File: src/hdl/fed_pkg.sv
/*
  Constants, field layouts and carrier types for the front-end diagnostics
  configuration bank. Assumes a 32-bit APB master and static analog controls.
*/
// Overview of operation
// - Current field codes 000/001/010/011 select 25, 50, 100, 500 uA excitation.
// - Current codes with top bit set switch source off; field resets to 100.
// - Selector 0000 routes external temperature pin pair; this is the reset value.
// - Selector 0011 routes on-chip sensor voltage referred to ground.
// - Mode bit 0 gives single-ended temperature stage, 1 differential; resets 0.
// - Diagnostics enable bit 0 disables diagnostics, 1 enables; resets 0.
// - Mask bit 7 enables temperature output undervoltage detection; resets 0.
// - Mask bit 6 enables temperature output overvoltage detection; resets 0.
// - Mask bit 5 enables pressure output undervoltage detection; resets 1.
// - Mask bit 4 enables pressure output overvoltage detection; resets 1.
// - Mask bit 2 enables temperature input overvoltage detection; resets 0.
// - Mask bit 1 enables pressure input undervoltage detection; resets 1.
// - Mask bit 0 enables pressure input overvoltage detection; resets 1.
// - Pull-up disable bit 1 turns temperature pin pull-ups off.
// - Pull-down disable bit 1 turns pressure pin pull-downs off.
package fed_pkg;

  // Register indices; byte address is four times the index
  localparam logic [7:0] FED_IDX_MODE = 8'h00;
  localparam logic [7:0] FED_IDX_DIAG = 8'h04;
  localparam logic [7:0] FED_IDX_CFG = 8'h06;
  localparam logic [7:0] FED_IDX_MASK = 8'h07;
  localparam logic [7:0] FED_IDX_TEMP = 8'h08;
  localparam logic [7:0] FED_IDX_STAT = 8'h09;
  localparam logic [7:0] FED_IDX_CLR = 8'h0A;
  localparam logic [7:0] FED_IDX_IEN = 8'h0B;

  localparam logic [7:0] FED_RST_MODE = 8'h00;
  localparam logic [7:0] FED_RST_DIAG = 8'h00;
  localparam logic [7:0] FED_RST_CFG = 8'h07;
  localparam logic [7:0] FED_RST_MASK = 8'h33;
  localparam logic [7:0] FED_RST_TEMP = 8'h40;

  // Reserved bit masks
  localparam logic [7:0] FED_RSV_MODE = 8'hFE;
  localparam logic [7:0] FED_RSV_DIAG = 8'hFE;
  localparam logic [7:0] FED_RSV_CFG = 8'h80;
  localparam logic [7:0] FED_RSV_MASK = 8'h08;
  localparam logic [7:0] FED_RSV_TEMP = 8'h80;

  localparam int FED_EXC_LSB = 4;
  localparam int FED_MUX_LSB = 0;
  localparam int FED_PUOFF_BIT = 6;
  localparam int FED_PDOFF_BIT = 5;
  localparam int FED_THR_LSB = 2;
  localparam int FED_PULL_LSB = 0;

  localparam logic [2:0] FED_EXC_25 = 3'h0;
  localparam logic [2:0] FED_EXC_50 = 3'h1;
  localparam logic [2:0] FED_EXC_100 = 3'h2;
  localparam logic [2:0] FED_EXC_500 = 3'h3;
  localparam logic [3:0] FED_MUX_EXT = 4'h0;
  localparam logic [3:0] FED_MUX_INT = 4'h3;

  // Event bits of status, clear and enable
  localparam int FED_EV_RSVD = 0;
  localparam int FED_EV_MUXBAD = 1;
  localparam int FED_EV_DIAGCHG = 2;
  localparam int FED_NEV = 3;

  typedef struct packed {
    logic [3:0] exc_onehot;
    logic exc_off;
    logic route_ext;
    logic route_int;
    logic temp_stage_mode_bit;
    logic diag_global_on;
    logic temp_out_under_en;
    logic temp_out_over_en;
    logic press_out_under_en;
    logic press_out_over_en;
    logic temp_in_over_en;
    logic press_in_under_en;
    logic press_in_over_en;
    logic temp_pullup_off;
    logic press_pulldown_off;
    logic [2:0] diag_threshold_sel;
    logic [1:0] diag_pull_strength;
  } fed_afe_ctl_t;

endpackage

File: src/hdl/fed_exc_dec.sv
/*
  Registered decoder of the excitation current field into one-hot current
  selects. Assumes the code comes from a register on the same clock.
*/
`timescale 1ns/1ps
`default_nettype none
module fed_exc_dec
  import fed_pkg::*;
(
  input wire logic clk,
  input wire logic rst_n,
  input wire logic [2:0] code,
  output logic [3:0] onehot_r,
  output logic off_r
);

  always_ff @(posedge clk)
  begin
    if (!rst_n)
    begin
      onehot_r <= 4'h0;
      off_r <= 1'b1;
    end
    else
    begin
      off_r <= code[2];
      case (code)
        FED_EXC_25: onehot_r <= 4'h1;
        FED_EXC_50: onehot_r <= 4'h2;
        FED_EXC_100: onehot_r <= 4'h4;
        FED_EXC_500: onehot_r <= 4'h8;
        default: onehot_r <= 4'h0;
      endcase
    end
  end
endmodule
`default_nettype wire

File: src/hdl/fed_irq.sv
/*
  Sticky event status with enable mask and write-one-to-clear. Assumes events
  and register strobes are single-cycle pulses on the same clock.
*/
`timescale 1ns/1ps
`default_nettype none
module fed_irq
  import fed_pkg::*;
(
  input wire logic clk,
  input wire logic rst_n,
  input wire logic [FED_NEV-1:0] events,
  input wire logic clr_wr,
  input wire logic ien_wr,
  input wire logic [FED_NEV-1:0] wdata,
  output logic [FED_NEV-1:0] status_r,
  output logic [FED_NEV-1:0] ien_r,
  output logic irq_r
);

  // A new event in the clearing cycle survives the clear
  always_ff @(posedge clk)
  begin
    if (!rst_n)
      status_r <= '0;
    else
      status_r <= (status_r & ~(clr_wr ? wdata : '0)) | events;
  end

  always_ff @(posedge clk)
  begin
    if (!rst_n)
      ien_r <= '0;
    else if (ien_wr)
      ien_r <= wdata;
  end

  always_ff @(posedge clk)
  begin
    if (!rst_n)
      irq_r <= 1'b0;
    else
      irq_r <= |(((status_r & ~(clr_wr ? wdata : '0)) | events) & (ien_wr ? wdata : ien_r));
  end
endmodule
`default_nettype wire

File: src/hdl/fed_top.sv
/*
  APB register bank for the sensor front-end diagnostics configuration and
  its decode into static analog control levels. Assumes an APB master on clk
  and analog circuits that take the control levels without resampling.
*/
// Register access over APB was left to the implementer.
`timescale 1ns/1ps
`default_nettype none
module fed_top
  import fed_pkg::*;
(
  input wire logic clk,
  input wire logic rst_n,
  input wire logic psel,
  input wire logic penable,
  input wire logic pwrite,
  input wire logic [11:0] paddr,
  input wire logic [31:0] pwdata,
  output logic pready,
  output logic [31:0] prdata,
  output logic pslverr,
  output logic irq,
  output fed_afe_ctl_t afe_ctl
);

  logic [7:0] mode_r;
  logic [7:0] diag_r;
  logic [7:0] cfg_r;
  logic [7:0] mask_r;
  logic [7:0] temp_r;
  logic pready_r;
  logic [31:0] prdata_r;
  logic pslverr_r;
  logic route_ext_r;
  logic route_int_r;
  logic stage_mode_r;
  logic diag_on_r;
  logic [6:0] det_r;
  logic pullup_off_r;
  logic pulldown_off_r;
  logic [2:0] thr_r;
  logic [1:0] pull_r;
  logic [3:0] exc_onehot;
  logic exc_off;
  logic [FED_NEV-1:0] status;
  logic [FED_NEV-1:0] ien;
  logic irq_w;

  logic [7:0] idx;
  logic mapped;
  logic [7:0] rsv_mask;
  logic [7:0] rd_byte;
  logic access;
  logic fire;
  logic wr_fire;
  logic [7:0] wbyte;
  logic [FED_NEV-1:0] events;
  logic [6:0] det_sel;

  assign idx = paddr[9:2];
  assign access = psel && penable;
  // The write lands at the edge where the master sees pready high
  assign fire = access && pready_r;
  assign wr_fire = fire && pwrite && mapped;
  assign wbyte = pwdata[7:0];

  always_comb
  begin
    rsv_mask = 8'h00;
    rd_byte = 8'h00;
    mapped = (paddr[11:10] == 2'h0) && (paddr[1:0] == 2'h0);
    case (idx)
      FED_IDX_MODE:
      begin
        rsv_mask = FED_RSV_MODE;
        rd_byte = mode_r;
      end
      FED_IDX_DIAG:
      begin
        rsv_mask = FED_RSV_DIAG;
        rd_byte = diag_r;
      end
      FED_IDX_CFG:
      begin
        rsv_mask = FED_RSV_CFG;
        rd_byte = cfg_r;
      end
      FED_IDX_MASK:
      begin
        rsv_mask = FED_RSV_MASK;
        rd_byte = mask_r;
      end
      FED_IDX_TEMP:
      begin
        rsv_mask = FED_RSV_TEMP;
        rd_byte = temp_r;
      end
      FED_IDX_STAT:
        rd_byte = {{(8-FED_NEV){1'b0}}, status};
      FED_IDX_CLR:
        rd_byte = 8'h00;
      FED_IDX_IEN:
        rd_byte = {{(8-FED_NEV){1'b0}}, ien};
      default:
        mapped = 1'b0;
    endcase
  end

  // One wait state: data and error are registered on the same edge that raises pready
  always_ff @(posedge clk)
  begin
    if (!rst_n)
      pready_r <= 1'b0;
    else
      pready_r <= access && !pready_r;
  end

  always_ff @(posedge clk)
  begin
    if (!rst_n)
    begin
      prdata_r <= 32'h0000_0000;
      pslverr_r <= 1'b0;
    end
    else if (access && !pready_r)
    begin
      prdata_r <= pwrite ? 32'h0000_0000 : {24'h00_0000, rd_byte};
      pslverr_r <= !mapped;
    end
    else
    begin
      prdata_r <= 32'h0000_0000;
      pslverr_r <= 1'b0;
    end
  end

  // Reserved bits are not stored, so they read back as zero
  always_ff @(posedge clk)
  begin
    if (!rst_n)
    begin
      mode_r <= FED_RST_MODE;
      diag_r <= FED_RST_DIAG;
      cfg_r <= FED_RST_CFG;
      mask_r <= FED_RST_MASK;
      temp_r <= FED_RST_TEMP;
    end
    else if (wr_fire)
    begin
      case (idx)
        FED_IDX_MODE: mode_r <= wbyte & ~FED_RSV_MODE;
        FED_IDX_DIAG: diag_r <= wbyte & ~FED_RSV_DIAG;
        FED_IDX_CFG: cfg_r <= wbyte & ~FED_RSV_CFG;
        FED_IDX_MASK: mask_r <= wbyte & ~FED_RSV_MASK;
        FED_IDX_TEMP: temp_r <= wbyte & ~FED_RSV_TEMP;
        default: mode_r <= mode_r;
      endcase
    end
  end

  // Software is expected to keep reserved bits zero; a breach is flagged
  always_comb
  begin
    events = '0;
    events[FED_EV_RSVD] = wr_fire && ((wbyte & rsv_mask) != 8'h00);
    events[FED_EV_MUXBAD] = wr_fire && (idx == FED_IDX_TEMP) &&
      (wbyte[FED_MUX_LSB +: 4] != FED_MUX_EXT) &&
      (wbyte[FED_MUX_LSB +: 4] != FED_MUX_INT);
    events[FED_EV_DIAGCHG] = wr_fire && ((idx == FED_IDX_DIAG) || (idx == FED_IDX_MASK));
  end

  fed_irq fed_irq_i (
    .clk(clk),
    .rst_n(rst_n),
    .events(events),
    .clr_wr(wr_fire && (idx == FED_IDX_CLR)),
    .ien_wr(wr_fire && (idx == FED_IDX_IEN)),
    .wdata(wbyte[FED_NEV-1:0]),
    .status_r(status),
    .ien_r(ien),
    .irq_r(irq_w)
  );

  fed_exc_dec fed_exc_dec_i (
    .clk(clk),
    .rst_n(rst_n),
    .code(temp_r[FED_EXC_LSB +: 3]),
    .onehot_r(exc_onehot),
    .off_r(exc_off)
  );

  // Undefined selector codes leave both sources disconnected
  always_ff @(posedge clk)
  begin
    if (!rst_n)
    begin
      route_ext_r <= 1'b1;
      route_int_r <= 1'b0;
    end
    else
    begin
      route_ext_r <= temp_r[FED_MUX_LSB +: 4] == FED_MUX_EXT;
      route_int_r <= temp_r[FED_MUX_LSB +: 4] == FED_MUX_INT;
    end
  end

  always_ff @(posedge clk)
  begin
    if (!rst_n)
    begin
      stage_mode_r <= 1'b0;
      diag_on_r <= 1'b0;
    end
    else
    begin
      stage_mode_r <= mode_r[0];
      diag_on_r <= diag_r[0];
    end
  end

  // Detection order: temp out UV/OV, press out UV/OV, temp in OV, press in UV/OV
  assign det_sel = {mask_r[7:4], mask_r[2:0]};

  genvar gi;
  generate
    for (gi = 0; gi < 7; gi++)
    begin : g_det
      always_ff @(posedge clk)
      begin
        if (!rst_n)
          det_r[gi] <= 1'b0;
        else
          det_r[gi] <= det_sel[gi] && diag_r[0];
      end
    end
  endgenerate

  always_ff @(posedge clk)
  begin
    if (!rst_n)
    begin
      pullup_off_r <= 1'b0;
      pulldown_off_r <= 1'b0;
      thr_r <= FED_RST_CFG[FED_THR_LSB +: 3];
      pull_r <= FED_RST_CFG[FED_PULL_LSB +: 2];
    end
    else
    begin
      pullup_off_r <= cfg_r[FED_PUOFF_BIT];
      pulldown_off_r <= cfg_r[FED_PDOFF_BIT];
      thr_r <= cfg_r[FED_THR_LSB +: 3];
      pull_r <= cfg_r[FED_PULL_LSB +: 2];
    end
  end

  assign pready = pready_r;
  assign prdata = prdata_r;
  assign pslverr = pslverr_r;
  assign irq = irq_w;

  always_comb
  begin
    afe_ctl.exc_onehot = exc_onehot;
    afe_ctl.exc_off = exc_off;
    afe_ctl.route_ext = route_ext_r;
    afe_ctl.route_int = route_int_r;
    afe_ctl.temp_stage_mode_bit = stage_mode_r;
    afe_ctl.diag_global_on = diag_on_r;
    afe_ctl.temp_out_under_en = det_r[6];
    afe_ctl.temp_out_over_en = det_r[5];
    afe_ctl.press_out_under_en = det_r[4];
    afe_ctl.press_out_over_en = det_r[3];
    afe_ctl.temp_in_over_en = det_r[2];
    afe_ctl.press_in_under_en = det_r[1];
    afe_ctl.press_in_over_en = det_r[0];
    afe_ctl.temp_pullup_off = pullup_off_r;
    afe_ctl.press_pulldown_off = pulldown_off_r;
    afe_ctl.diag_threshold_sel = thr_r;
    afe_ctl.diag_pull_strength = pull_r;
  end
endmodule
`default_nettype wire

File: config.mk
export PLATFORM = sky130hd
export DESIGN_NAME = fed_top
export DESIGN_NICKNAME = d
export VERILOG_FILES = /design/src/hdl/fed_pkg.sv /design/src/hdl/fed_exc_dec.sv /design/src/hdl/fed_irq.sv /design/src/hdl/fed_top.sv
export SDC_FILE = /design/constraint.sdc
export NUM_CORES = 1
export LEC_CHECK = 0
export ABC_AREA = 1
export BUFFER_PORTS_ARGS = -buffer_cell sky130_fd_sc_hd__buf_2
export CAP_MARGIN = 20
export CORE_MARGIN = 4
export CORE_UTILIZATION = 49
export DETAILED_ROUTE_END_ITERATION = 7
export GPL_ROUTABILITY_DRIVEN = 0
export PLACE_DENSITY_LB_ADDON = 0.15
export SYNTH_ARGS = -nofsm -noshare
export SYNTH_HDL_FRONTEND = slang
export SYNTH_HIERARCHICAL = 1
export SYNTH_SLANG_ARGS = --single-unit
File: constraint.sdc
create_clock -name clk -period 2 [get_ports clk]
set_input_delay 0 -clock clk [delete_from_list [all_inputs] [get_ports clk]]
set_output_delay 0 -clock clk [all_outputs]
set_load 0.05 [all_outputs]
* Word-level counts from Yosys, hierarchy flattened
Cells that the tools add are included.
** Storage, ports and cells
- Register bits :: 87
- Bits of input ports :: 49
- Output and inout bits :: 58
** Cells by class
- Equality and inequality tests :: 12
- Multiplexer cells :: 6
- Bitwise logic cells :: 7
- Reduce and logical (&&, ||, !) cells :: 41
** Operator list (number)
- one-hot mux 8 bit (7 select lines) :: 1
- == test 8 x 4 -> 1 bit (second input constant) :: 4
- == test 8 x 3 -> 1 bit (second input constant) :: 3
- one-hot mux 8 bit (3 select lines) :: 1
- logical AND 1 bit :: 20
- one-hot mux 4 bit (4 select lines) :: 1
- AND reduction 2 bit :: 6
- bitwise AND 8 bit :: 1
- zero test 8 bit :: 1
- nonzero test 8 bit :: 1
- OR reduction 8 bit :: 1
- bitwise AND 3 bit :: 2
- == test 3 x 2 -> 1 bit (second input constant) :: 2
- 2-to-1 mux 3 bit :: 2
- OR reduction 3 bit :: 2
- == test 4 x 2 -> 1 bit (second input constant) :: 1
- zero test 2 bit :: 2
- zero test 4 bit :: 1
- != test 4 x 2 -> 1 bit (second input constant) :: 1
- nonzero test 4 bit :: 1
- OR reduction 2 bit :: 2
- == test 3 x 1 -> 1 bit (second input constant) :: 1
- zero test 3 bit :: 1
- inverter 3 bit :: 1
- 5 further kinds :: 7

* Logic depth before layout (Yosys ltp)
Gate-level depths: netlist (run 1).
- Depth after elaboration :: 11
- Mapped depth :: 17
- Gate-level depth less buffers :: 16

* By module
Netlist (run 1), hierarchy kept.
** Modules (own cells, without submodules)
- fed_top :: instances 1, cells each 334, area an instance 2417.3 sq um, sequential area each 1021.0 sq um
- fed_irq :: instances 1, cells each 41, area an instance 275.3 sq um, sequential area each 140.1 sq um
- fed_exc_dec :: instances 1, cells each 17, area an instance 145.1 sq um, sequential area each 100.1 sq um

* Worst setup path after synthesis (run 1)
Ideal clock, no wire load.
- Path kind :: register to register
- Start point :: register pready_r (netlist: pready)
- End point :: register fed_irq_i.irq_r
- Setup time :: 0.112 ns
- Arrival :: 1.844 ns
- Setup slack :: 0.044 ns
- Cell stages (with the launch flop) :: 12
- Buffers on the path :: 0
- Clock period less this slack :: 1.956 ns
- Cells stage by stage :: dfxtp_1 nand2_1 nor2_1 nand3_1 nor2_1 inv_2 nand2_1 nand2_1 nand2_1 nand2_1 nand2_1 nand2_1
** Between the ends
- Word-level cells in the longest chain between the ends :: 10
- Elaborated cells on any way between the ends :: 17
- Those cells by class :: mux (2); bitwise (4); reduce/logical (11)
** Ends and longest elaborated chain
- from (decl) :: RTL line fed_top.sv:31 : logic pready_r;
- from (signal assigned) :: RTL line fed_top.sv:115 : pready_r <= access && !pready_r;
- logical AND 1 bit (*) :: RTL line fed_top.sv:63 : assign fire = access && pready_r;
- logical AND 1 bit (*) (2 in series) :: RTL line fed_top.sv:64 : assign wr_fire = fire && pwrite && mapped;
- logical AND 1 bit :: RTL line fed_top.sv:176 : .clr_wr(wr_fire && (idx == FED_IDX_CLR)),
- 2-to-1 mux 3 bit :: RTL line fed_irq.sv:43 : irq_r <= |(((status_r & ~(clr_wr ? wdata : '0)) | events) & (ien_wr ? wdata : ien_r));
- inverter 3 bit :: RTL line fed_irq.sv:43
- bitwise AND 3 bit :: RTL line fed_irq.sv:43
- bitwise OR 3 bit :: RTL line fed_irq.sv:43
- bitwise AND 3 bit (*) :: RTL line fed_irq.sv:43
- OR reduction 3 bit (*) :: RTL line fed_irq.sv:43
- to (signal assigned) :: RTL line fed_irq.sv:43
- to (decl) :: RTL line fed_irq.sv:18 : output logic irq_r
Mark *: on every way between the ends. The rest lies on a longest branch, timed or not.
A chain may end at the register's enable or synchronous reset.

* Final worst setup path (run 1)
- Start point :: input penable
- End point :: register prdata_r[1] (netlist: prdata[1])
** Between the ends
- Word-level cells in the longest chain between the ends :: 4
** Ends and longest elaborated chain
- from (decl) :: RTL line fed_top.sv:15 : input wire logic penable,
- logical AND 1 bit :: RTL line fed_top.sv:61 : assign access = psel && penable;
- logical AND 1 bit :: RTL line fed_top.sv:125 : else if (access && !pready_r)
- inverter 1 bit (no source line)
- OR reduction 3 bit (no source line)
- to (signal assigned) :: RTL line fed_top.sv:127 : prdata_r <= pwrite ? 32'h0000_0000 : {24'h00_0000, rd_byte};
- to (decl) :: RTL line fed_top.sv:32 : logic [31:0] prdata_r;
Every way passes these cells.

==> impl_metrics.json, run 1 <==
{
  "syn_area_um2": 2840,
  "whs_ns": 0.0863,
  "finalHoldViolCount": 0,
  "seqPwrFrac": 0.505,
  "grt-ovfl-total": 0,
  "cts_sinks": 63,
  "netSwitchingFraction": 0.260,
  "pwr-share-comb": 0.088,
  "die_area_um2": 7070,
  "drv_cap": 0,
  "fill_cells": 528,
  "grt_pass1_vias": 2415,
  "start_util": 0.509,
  "synth_top_family_by_area": "simple AND/OR/NAND/NOR gates",
  "drive_gt1_frac": 0.214,
  "io_pins": 107,
  "die_width_um": 84.1,
  "worst_ep_required_time_ns": 2.26,
  "yosysSeqAreaShare": 0.444,
  "vias": 2503,
  "muxShareOfSynthArea": 0,
  "vias_per_cell": 4.60,
  "htreeDepth": 3,
  "synth_compound_area_frac": 0.0595,
  "ir_drop_uv": 574,
  "numCtsBuffers": 9,
  "area_growth_pct": 19.4,
  "max_freq_mhz": 544,
  "postCtsSetupBuffers": 0,
  "antenna_cells": 0,
  "drt_iter0_markers": 151,
  "fin_util": 0.608,
  "period_minus_slack_ns": 1.84,
  "nets": 517,
  "startpoint_type": "input pin",
  "dp_slack_ns": 0.211,
  "yosys.area_share.simple": 0.318,
  "synthXorXnorAreaFrac": 0,
  "drcViolationCount": 0,
  "worstPathArrival_ns": 2.09,
  "hp-class": "in -> reg",
  "fp.dieH_um": 84.1,
  "fin_tns_setup_ns": 0,
  "period_share": 0.919,
  "core-area_um2": 5570,
  "clock_power_share": 0.408,
  "clk_path_buf_depth": 2,
  "grt.total_usage": 0.193,
  "synth_fa_ha_area_frac": 0,
  "ys_warn_count": 6,
  "rsz0062_at_grt": "no",
  "intPower_uw": 1840,
  "dp_hpwl_um": 4700,
  "antenna_found_initial": 0,
  "report.final.slew_viol_count": 0,
  "grt_max_degree": 37,
  "avgSynthCellArea_um2": 7.24,
  "p_switching_uw": 648,
  "drt_pre_antenna_iters": 4,
  "grt_pass1_wl_um": 10800,
  "fin_ws_ns": 0.162,
  "synth.distinct_cells": 34,
  "clk_pin_slew_ns": 0.06,
  "synthCells": 392,
  "finalSetupViolCount": 0,
  "clock_latency_ns": 0.34,
  "ys_seq_elements": 63,
  "endpoint_kind": "register",
  "cts_tree": "done",
  "portBuffers": 58,
  "wl_per_cell_um": 11.6,
  "routed_wl_um": 6290,
  "p_per_area_nw_per_um2": 735,
  "root_buffer": "clkbuf_8",
  "leakagePower_uw": 0.00192,
  "power_uw": 2490,
  "finClkSkew_ns": 0.00768,
  "rows": 27,
  "final_antenna_net_count": 0,
  "status": "finished clean",
  "cp_max_fo": 7,
  "critPathKind": "in -> reg"
}
placed cells by master (no fill, tap or decap), types with 2 or more instances in the layout:
| master | count |
|---|---|
| a31oi_1 | 2 |
| nand4_1 | 2 |
| inv_1 | 52 |
| o21bai_1 | 2 |
| o22ai_1 | 4 |
| clkinv_2 | 2 |
| nor2_2 | 3 |
| conb_1 | 24 |
| buf_4 | 11 |
| nor2_1 | 60 |
| nor3_1 | 3 |
| nand3_1 | 17 |
| nand2_2 | 3 |
| buf_2 | 58 |
| dfxtp_1 | 63 |
| inv_2 | 3 |
| dlygate4sd3_1 | 11 |
| nand2_4 | 2 |
| a21oi_1 | 12 |
| nand4_2 | 2 |
| nand2_1 | 110 |
| clkbuf_8 | 12 |
cell usage after synthesis (all sizes together):
library cell,count,share of area
dfxtp,63,0.44
o31ai,1,0.0026
nand2,115,0.16
a21boi,1,0.0026
a22oi,1,0.0026
o22ai,4,0.0088
nor3,3,0.0053
o2111ai,1,0.0031
a31oi,2,0.0044
a221oi,1,0.0031
a21oi,12,0.021
o221ai,1,0.0031
o21bai,2,0.0053
or2,1,0.0022
conb,1,0.0013
clkinv,1,0.0013
nand4,5,0.021
nor2,64,0.090
nor4,2,0.0097
clkbuf,1,0.0013
o21a,1,0.0026
nand3,17,0.030
buf,37,0.10
inv,55,0.073
worst paths after layout:
| path | start | endpoint | slack, ns | cells after the start |
|---|---|---|---|---|
| setup reg to reg | pready$_SDFF_PN0_ | fed_irq_i/irq_r$_SDFF_PN0_ | 0.46 | 11 |
| hold reg to reg | cfg_r[6]$_SDFFE_PN0P_ | pullup_off_r$_SDFF_PN0_ | 0.42 | 2 |
| setup / recovery | penable | prdata[1]$_SDFF_PP0_ | 0.16 | 9 |
| hold / removal | rst_n | route_int_r$_SDFF_PN0_ | 0.09 | 3 |
per-layer routing:
layer | track usage | share of wire | vias to the layer above
li1 | - | - | 1298
met1 | 0.240 | 0.45 | 1116
met2 | 0.305 | 0.47 | 79
met3 | 0.0533 | 0.068 | 10
met4 | 0.102 | 0.015 | 0
met5 | 0 | 0 | -
final cells by class:
class / instances / area (um^2) / area share
well taps: 72 / 90.1 / 0.0266
clock inverters: 3 / 17.5 / 0.00517
clock buffers: 12 / 165 / 0.0487
flip-flops and latches: 63 / 1260 / 0.372
repair buffers: 80 / 483 / 0.143
multi-input cells: 258 / 1160 / 0.343
inverters: 56 / 210 / 0.0620
sequential cells by signal, indices dropped and copies added, names as in the netlist, 2 cells and up:
signal / flops
prdata: 8
afe_ctl: 7
cfg_r: 7
mask_r: 7
temp_r: 7
fed_exc_dec_i/onehot_r: 4
fed_irq_i/ien_r: 3
fed_irq_i/status_r: 3
thr_r: 3
pull_r: 2
repair_timing:
item	CTS	global route
hold buffers	11	0
hold endpoints to repair	19	0
resized for setup	0	0
power groups by stage:
stage / clock [uW] / combinational [uW] / sequential (uW)
2_1_floorplan: 0 / 177 / 1290
6_report: 1010 / 219 / 1260
4_1_cts: 1040 / 217 / 1260
3_3_place_gp: 0 / 199 / 1280
3_5_place_dp: 0 / 200 / 1280
5_1_grt: 1110 / 232 / 1260
kinds of logic (layout without fill, tap and decap cells):
| family | count (synthesis) | in the layout |
|---|---|---|
| compound gates | 27 | 27 |
| buf+inv | 94 | 151 |
| flops | 63 | 63 |
| other cells | 1 | 24 |
| simple gates | 207 | 207 |
per-stage QoR:
step / cells / cell area [um^2]
floorplan: 415 / 2920
global placement: 518 / 3100
detailed placement: 518 / 3100
CTS: 544 / 3390
global route: 544 / 3390
finish: 544 / 3390
critical path, cell delays in order:
cell and delay [ns]:
dlygate4sd3_1 0.53, buf_2 0.10, nand2_1 0.05, dlygate4sd3_1 0.55, nor3_1 0.24, nand2_1 0.13, o21bai_1 0.17, buf_4 0.16
a31oi_1 0.17
No activity file was read; power rests on OpenSTA's default activity.
==> run 2: changes to the inputs <==
--- a/config.mk
+++ b/config.mk
@@ -9,11 +9,10 @@
 export BUFFER_PORTS_ARGS = -buffer_cell sky130_fd_sc_hd__buf_2
 export CAP_MARGIN = 20
 export CORE_MARGIN = 4
-export CORE_UTILIZATION = 49
+export CORE_UTILIZATION = 48
 export DETAILED_ROUTE_END_ITERATION = 7
 export GPL_ROUTABILITY_DRIVEN = 0
 export PLACE_DENSITY_LB_ADDON = 0.15
 export SYNTH_ARGS = -nofsm -noshare
 export SYNTH_HDL_FRONTEND = slang
-export SYNTH_HIERARCHICAL = 1
 export SYNTH_SLANG_ARGS = --single-unit
==> run 2 against run 1 <==
Against the previous run: core utilization grew 1.4 points; highest routed layer unchanged; non-clock buffer count shrank 7; via count shrank 10%; die area shrank 3.3%; total power grew 13%; first-iteration DRC count shrank 30%.
==> impl_metrics.json, run 2 <==
{
  "routed_wl_um": 5960,
  "worstPathArrival_ns": 2.01,
  "dp_slack_ns": 0.428,
  "numCtsBuffers": 9,
  "finalHoldViolCount": 0,
  "nets": 455,
  "fp.dieH_um": 82.7,
  "ys_top_cells_by_count": "63 x dfxtp_1, 51 x nand2_1, 42 x inv_1",
  "drt_pre_antenna_iters": 4,
  "pwr-share-comb": 0.079,
  "rows": 26,
  "cts_sinks": 63,
  "grt_pass1_vias": 1989,
  "max_freq_mhz": 572,
  "report.final.slew_viol_count": 0,
  "slowest_stage": "dlygate4sd3_1",
  "cp_top_family": "buffers and inverters",
  "die_area_um2": 6840,
  "synthCells": 336,
  "seqPwrFrac": 0.448,
  "rsz0062_at_grt": "no",
  "ys_warn_count": 0,
  "finalSetupViolCount": 0,
  "clock_power_share": 0.474,
  "drcViolationCount": 0,
  "yosysSeqAreaShare": 0.471,
  "drive_gt1_frac": 0.253,
  "largest_reg_flops": 8,
  "fin_tns_setup_ns": 0,
  "clk_path_buf_depth": 2,
  "synth_largest_area_cell": "dfxtp_1",
  "clock_latency_ns": 0.33,
  "die_width_um": 82.7,
  "mostFrequentLayoutCells": "63 x dfxtp_1, 58 x buf_2, 51 x nand2_1",
  "root_buffer": "clkbuf_8",
  "cts_tree": "done",
  "layout_commonest_cell": "dfxtp_1",
  "vias_per_cell": 4.68,
  "yosysTopAreaCellShare": 0.471,
  "critPathKind": "in -> reg",
  "drv_cap": 0,
  "dpl.cell_count": 453,
  "drt_iter0_markers": 106,
  "netSwitchingFraction": 0.239,
  "status": "finished clean",
  "antenna_cells": 0,
  "area_growth_pct": 22.3,
  "finalNonFillerCells": 481,
  "max_stage_delay_ns": 0.58,
  "finClkSkew_ns": 0.00424,
  "syn_area_um2": 2680,
  "final_antenna_net_count": 0,
  "portBuffers": 58,
  "dp_hpwl_um": 4400,
  "cp_max_fo": 7,
  "hp-class": "in -> reg",
  "start_util": 0.508,
  "wl_per_cell_um": 12.4,
  "grt.total_usage": 0.185,
  "core-area_um2": 5270,
  "grt_pass1_wl_um": 9230,
  "ys.flop_type": "dfxtp_1",
  "p_per_area_nw_per_um2": 857,
  "fin_ws_ns": 0.252,
  "grt_max_degree": 24,
  "htreeDepth": 3,
  "synth.distinct_cells": 35,
  "crit_chain": "dlygate4sd3_1 > buf_2 > nand2_1 > dlygate4sd3_1 > nor3_2 > nand2_1 > o21bai_2 > a31oi_1",
  "endpoint_kind": "register",
  "startpoint_type": "input pin",
  "yosys.cell_count.top_type": "dfxtp_1",
  "p_switching_uw": 672,
  "synth_area_leaders": "dfxtp_1 47%, buf_4 9.0%, nand2_1 7.1%, inv_1 5.9%, a21oi_1 5.6%",
  "power_uw": 2810,
  "avgSynthCellArea_um2": 7.97,
  "synth-async-reset-ratio": 0,
  "leakagePower_uw": 0.00163,
  "intPower_uw": 2140,
  "period_minus_slack_ns": 1.75,
  "grt-ovfl-total": 0,
  "ys_seq_elements": 63,
  "antenna_found_initial": 0,
  "crit_buf_inv": 3,
  "ir_drop_uv": 567,
  "vias": 2249,
  "synth_edf_count": 0,
  "period_share": 0.874,
  "io_pins": 107,
  "clk_pin_slew_ns": 0.07,
  "worst_ep_required_time_ns": 2.27
}
run 2: changes by cell type after synthesis, sizes merged, moves of 4 or more:
cell / before / now
nand2: 115 / 56
nor2: 64 / 34
o21ai: 0 / 28
a21oi: 12 / 31
nand3: 17 / 9
inv: 55 / 48
buf: 37 / 32
nor3: 3 / 8
clkbuf: 1 / 5
run 2: path summary, 6_finish.rpt:
path                               from                          to  slack [ns]  depth (start not counted)
setup / recovery                penable        prdata[5]$_SDFF_PP0_        0.25                          8
hold / removal                 paddr[4]        prdata[1]$_SDFF_PP0_        0.05                          4
setup reg to reg      pready$_SDFF_PN0_  fed_irq_i.irq_r$_SDFF_PN0_        0.53                          8
hold reg to reg   cfg_r[4]$_SDFFE_PN0P_         thr_r[2]$_SDFF_PN0_        0.44                          2
run 2: final cells by class:
| type | count | area, um^2 |
|---|---|---|
| clock buffer | 9 | 124 |
| fill | 475 | 1990 |
| timing repair buffer | 73 | 433 |
| tap | 70 | 87.6 |
| inverter | 48 | 185 |
| sequential | 63 | 1260 |
| clock inverter | 7 | 120 |
| multi-input combinational | 211 | 1060 |
run 2: worst register-to-register path: stages, from the launching register on:
cell     delay (ns)
dfxtp_1        0.37
nand2_1        0.07
nor2_1         0.28
nand3_4        0.18
nor2_8         0.19
o21ai_1        0.11
nand2_1        0.09
nand2_1        0.05
nand3_1        0.08
run 2: what timing repair did:
action | in CTS | in global routing
hold buffers | 12 | 0
hold endpoints to repair | 18 | 0
endpoints found under the setup margin | 0 | 5
gates resized for setup | 0 | 1
buffers inserted | 0 | 0
run 2: power by group through the flow:
| stage | Clock, uW | Sequential (uW) | Combinational, uW |
|---|---|---|---|
| 2_1_floorplan | 0 | 1290 | 178 |
| 3_3_place_gp | 0 | 1280 | 198 |
| 3_5_place_dp | 0 | 1280 | 198 |
| 4_1_cts | 1350 | 1260 | 217 |
| 5_1_grt | 1410 | 1260 | 234 |
| 6_report | 1330 | 1260 | 221 |
run 2: kinds of logic (layout without fill, tap and decap cells):
kind of cell           Yosys count  in the layout  share of synthesized area
buffers and inverters           85            137                      0.166
DFF                             63             63                      0.471
AOI/OAI and AO/OA               73             73                      0.153
other                            1             24                    0.00140
and+or+nand+nor                114            114                      0.209
run 2: per-layer routing:
layer / track usage / share of wire / routed length [um] / vias to the layer above
li1: - / - / - / 1178
met1: 0.234 / 0.44 / 2600 / 979
met2: 0.291 / 0.47 / 2800 / 86
met3: 0.0662 / 0.085 / 507 / 6
met4: 0.0686 / 0.0089 / 53 / 0
met5: 0 / 0 / 0 / -
run 2: metrics by stage:
stage               cell area (um^2)   util  hold slack [ns]
global placement                2910  0.552            0.269
detailed placement              2910  0.552            0.274
CTS                             3270  0.621           0.0304
floorplan                       2770      -            0.117
global route                    3280  0.622           0.0571
finish                          3280  0.622           0.0451
==> run 3: changes to the inputs <==
--- a/config.mk
+++ b/config.mk
@@ -5,7 +5,6 @@
 export SDC_FILE = /design/constraint.sdc
 export NUM_CORES = 1
 export LEC_CHECK = 0
-export ABC_AREA = 1
 export BUFFER_PORTS_ARGS = -buffer_cell sky130_fd_sc_hd__buf_2
 export CAP_MARGIN = 20
 export CORE_MARGIN = 4
==> run 3 against run 2 <==
Against the previous run: flip-flop and latch count unchanged; area after synthesis grew 2.8%; largest cell class unchanged; synthesized cell count down 16%.
==> impl_metrics.json, run 3 <==
{
  "drv_cap": 0,
  "finClkSkew_ns": 0.00788,
  "finalHoldViolCount": 0,
  "worst_ep_required_time_ns": 2.20,
  "grt_pass1_vias": 1956,
  "synthCells": 283,
  "area_growth_pct": 20.4,
  "crit_buf_inv": 3,
  "cts_sinks": 63,
  "seqPwrFrac": 0.465,
  "core-area_um2": 5540,
  "root_buffer": "clkbuf_8",
  "synth_top_family_by_area": "simple AND/OR/NAND/NOR gates",
  "crit_chain": "dlygate4sd3_1 > buf_2 > or4_1 > nor2_1 > buf_4 > nand3_2 > mux2i_1 > nand2_1",
  "synth_fa_ha_area_frac": 0,
  "grt.total_usage": 0.173,
  "yosysTopAreaCellShare": 0.458,
  "synthXorXnorAreaFrac": 0,
  "status": "finished clean",
  "wl_per_cell_um": 13.8,
  "grt-ovfl-total": 0,
  "period_share": 0.914,
  "fin_util": 0.599,
  "synth-async-reset-ratio": 0,
  "ys_warn_count": 0,
  "vias": 2119,
  "cts.repair.resized": 0,
  "endpoint_kind": "register",
  "finalSetupViolCount": 0,
  "use_met3": 0.0355,
  "hp-class": "in -> reg",
  "start_util": 0.497,
  "mostFrequentLayoutCells": "63 x dfxtp_1, 58 x buf_2, 24 x nand2_1, 24 x mux2i_1, 24 x conb_1",
  "cp_max_fo": 12,
  "fp.dieH_um": 83.8,
  "clk_path_buf_depth": 2,
  "leakagePower_uw": 0.00154,
  "ys.flop_type": "dfxtp_1",
  "fin_ws_ns": 0.172,
  "p_per_area_nw_per_um2": 815,
  "dp_hpwl_um": 4110,
  "drive_gt1_frac": 0.270,
  "fin_tns_setup_ns": 0,
  "rsz0062_at_grt": "no",
  "die_area_um2": 7020,
  "rows": 27,
  "yosys.area_share.simple": 0.227,
  "synth_area_leaders": "dfxtp_1 46%, mux2i_1 8.7%, buf_4 8.7%, nor2b_1 4.5%, nand2_1 3.3%",
  "drt_iter0_markers": 125,
  "ir_drop_uv": 545,
  "yosys.cell_count.top_type": "dfxtp_1",
  "dp_slack_ns": 0.144,
  "slowest_stage": "dlygate4sd3_1",
  "routed_wl_um": 5890,
  "clock_power_share": 0.450,
  "numCtsBuffers": 9,
  "synth.distinct_cells": 51,
  "grt_max_degree": 53,
  "muxShareOfSynthArea": 0.0995,
  "period_minus_slack_ns": 1.83,
  "io_pins": 107,
  "largest_reg_flops": 8,
  "fill_cells": 499,
  "startpoint_type": "input pin",
  "synth_edf_count": 0,
  "cp_top_family": "simple AND/OR/NAND/NOR gates",
  "avgSynthCellArea_um2": 9.74,
  "reg2reg_slack_ns": 0.43,
  "portBuffers": 58,
  "htreeDepth": 3,
  "max_stage_delay_ns": 0.52,
  "drcViolationCount": 0,
  "cts_tree": "done",
  "die_width_um": 83.8,
  "yosysSeqAreaShare": 0.458,
  "grt_pass1_wl_um": 9740,
  "top_usage_layer": "met2",
  "layout_commonest_cell": "dfxtp_1",
  "nets": 399,
  "synth_largest_area_cell": "dfxtp_1",
  "ys_top_cells_by_count": "63 x dfxtp_1, 32 x buf_4, 24 x mux2i_1, 24 x nand2_1, 20 x nor2b_1",
  "pwr-share-comb": 0.085,
  "antenna_cells": 0,
  "drt_pre_antenna_iters": 4,
  "critPathKind": "in -> reg",
  "p_switching_uw": 656,
  "clk_pin_slew_ns": 0.07,
  "syn_area_um2": 2760,
  "max_freq_mhz": 547,
  "antenna_found_initial": 0,
  "met2_usage": 0.265,
  "ys_seq_elements": 63,
  "final_antenna_net_count": 0,
  "grt_use_met1": 0.235,
  "synth_compound_area_frac": 0.0967,
  "clock_latency_ns": 0.33,
  "intPower_uw": 2050,
  "netSwitchingFraction": 0.243,
  "report.final.slew_viol_count": 0,
  "worstPathArrival_ns": 2.03,
  "vias_per_cell": 4.96
}
==> run 3: changes by cell type after synthesis, moves of 15 or more <==
cell	before	now
inv_1	42	8
nand2_1	51	24
mux2i_1	0	24
a21oi_1	30	7
nor2b_1	0	20
o21ai_0	18	3
==> run 3: final timing paths <==
check	start	to	depth (start not counted)
worst max-delay path	paddr[0]	cfg_r[2]$_SDFFE_PN1P_	8
worst max register to register	pready$_SDFF_PN0_	cfg_r[2]$_SDFFE_PN1P_	6
worst min register to register	mask_r[7]$_SDFFE_PN0P_	prdata[7]$_SDFF_PP0_	2
worst min-delay path	pwdata[2]	cfg_r[2]$_SDFFE_PN1P_	3
==> run 3: cell type report <==
type,count,area [um^2],area share
Multi-Input combinational cell,191,1250,0.378
Sequential cell,63,1260,0.380
Timing Repair Buffer,77,458,0.138
Inverter,8,30.0,0.00905
Clock buffer,11,141,0.0426
Clock inverter,5,81.3,0.0245
Tap cell,72,90.1,0.0272
==> run 3: power groups by stage <==
| stage | logic [uW] | registers (uW) | clock network (uW) |
|---|---|---|---|
| 5_1_grt | 243 | 1260 | 1300 |
| 3_3_place_gp | 214 | 1280 | 0 |
| 4_1_cts | 228 | 1260 | 1240 |
| 2_1_floorplan | 196 | 1290 | 0 |
| 3_5_place_dp | 214 | 1280 | 0 |
| 6_report | 229 | 1260 | 1220 |
==> run 3: logic make-up (layout without fill, tap and decap cells) <==
| logic type | Yosys count | after routing |
|---|---|---|
| buffers and inverters | 52 | 101 |
| and+or+nand+nor | 106 | 106 |
| AOI/OAI and AO/OA | 34 | 34 |
| other | 1 | 24 |
| muxes | 27 | 27 |
| DFF | 63 | 63 |
==> run 3: metrics by stage <==
stage / std cells / hold WS [ns] / area, um^2 / power (uW)
2_1_floorplan: 306 / 0.125 / 2840 / 1490
3_3_place_gp: 401 / 0.261 / 2990 / 1500
3_5_place_dp: 401 / 0.275 / 2990 / 1500
4_1_cts: 427 / 0.0235 / 3320 / 2730
5_1_grt: 427 / 0.0423 / 3320 / 2800
6_report: 427 / 0.0336 / 3320 / 2700
==> run 3: what timing repair did <==
item	4_1_cts	5_1_grt
hold buffers	10	0
buffers inserted	0	0
hold endpoints to repair	9	0
==> run 3: worst register-to-register path: stages (launching register included) <==
cell     delay [ns]
dfxtp_1        0.34
nand4_1        0.18
nor2_1         0.13
buf_4          0.20
nand3_2        0.27
mux2i_1        0.24
nand2_1        0.07
==> run 3: routing by layer <==
metal,vias to the layer above,share of wire
met5,-,0
met4,0,0.016
met3,9,0.055
met2,59,0.47
met1,991,0.46
li1,1060,-
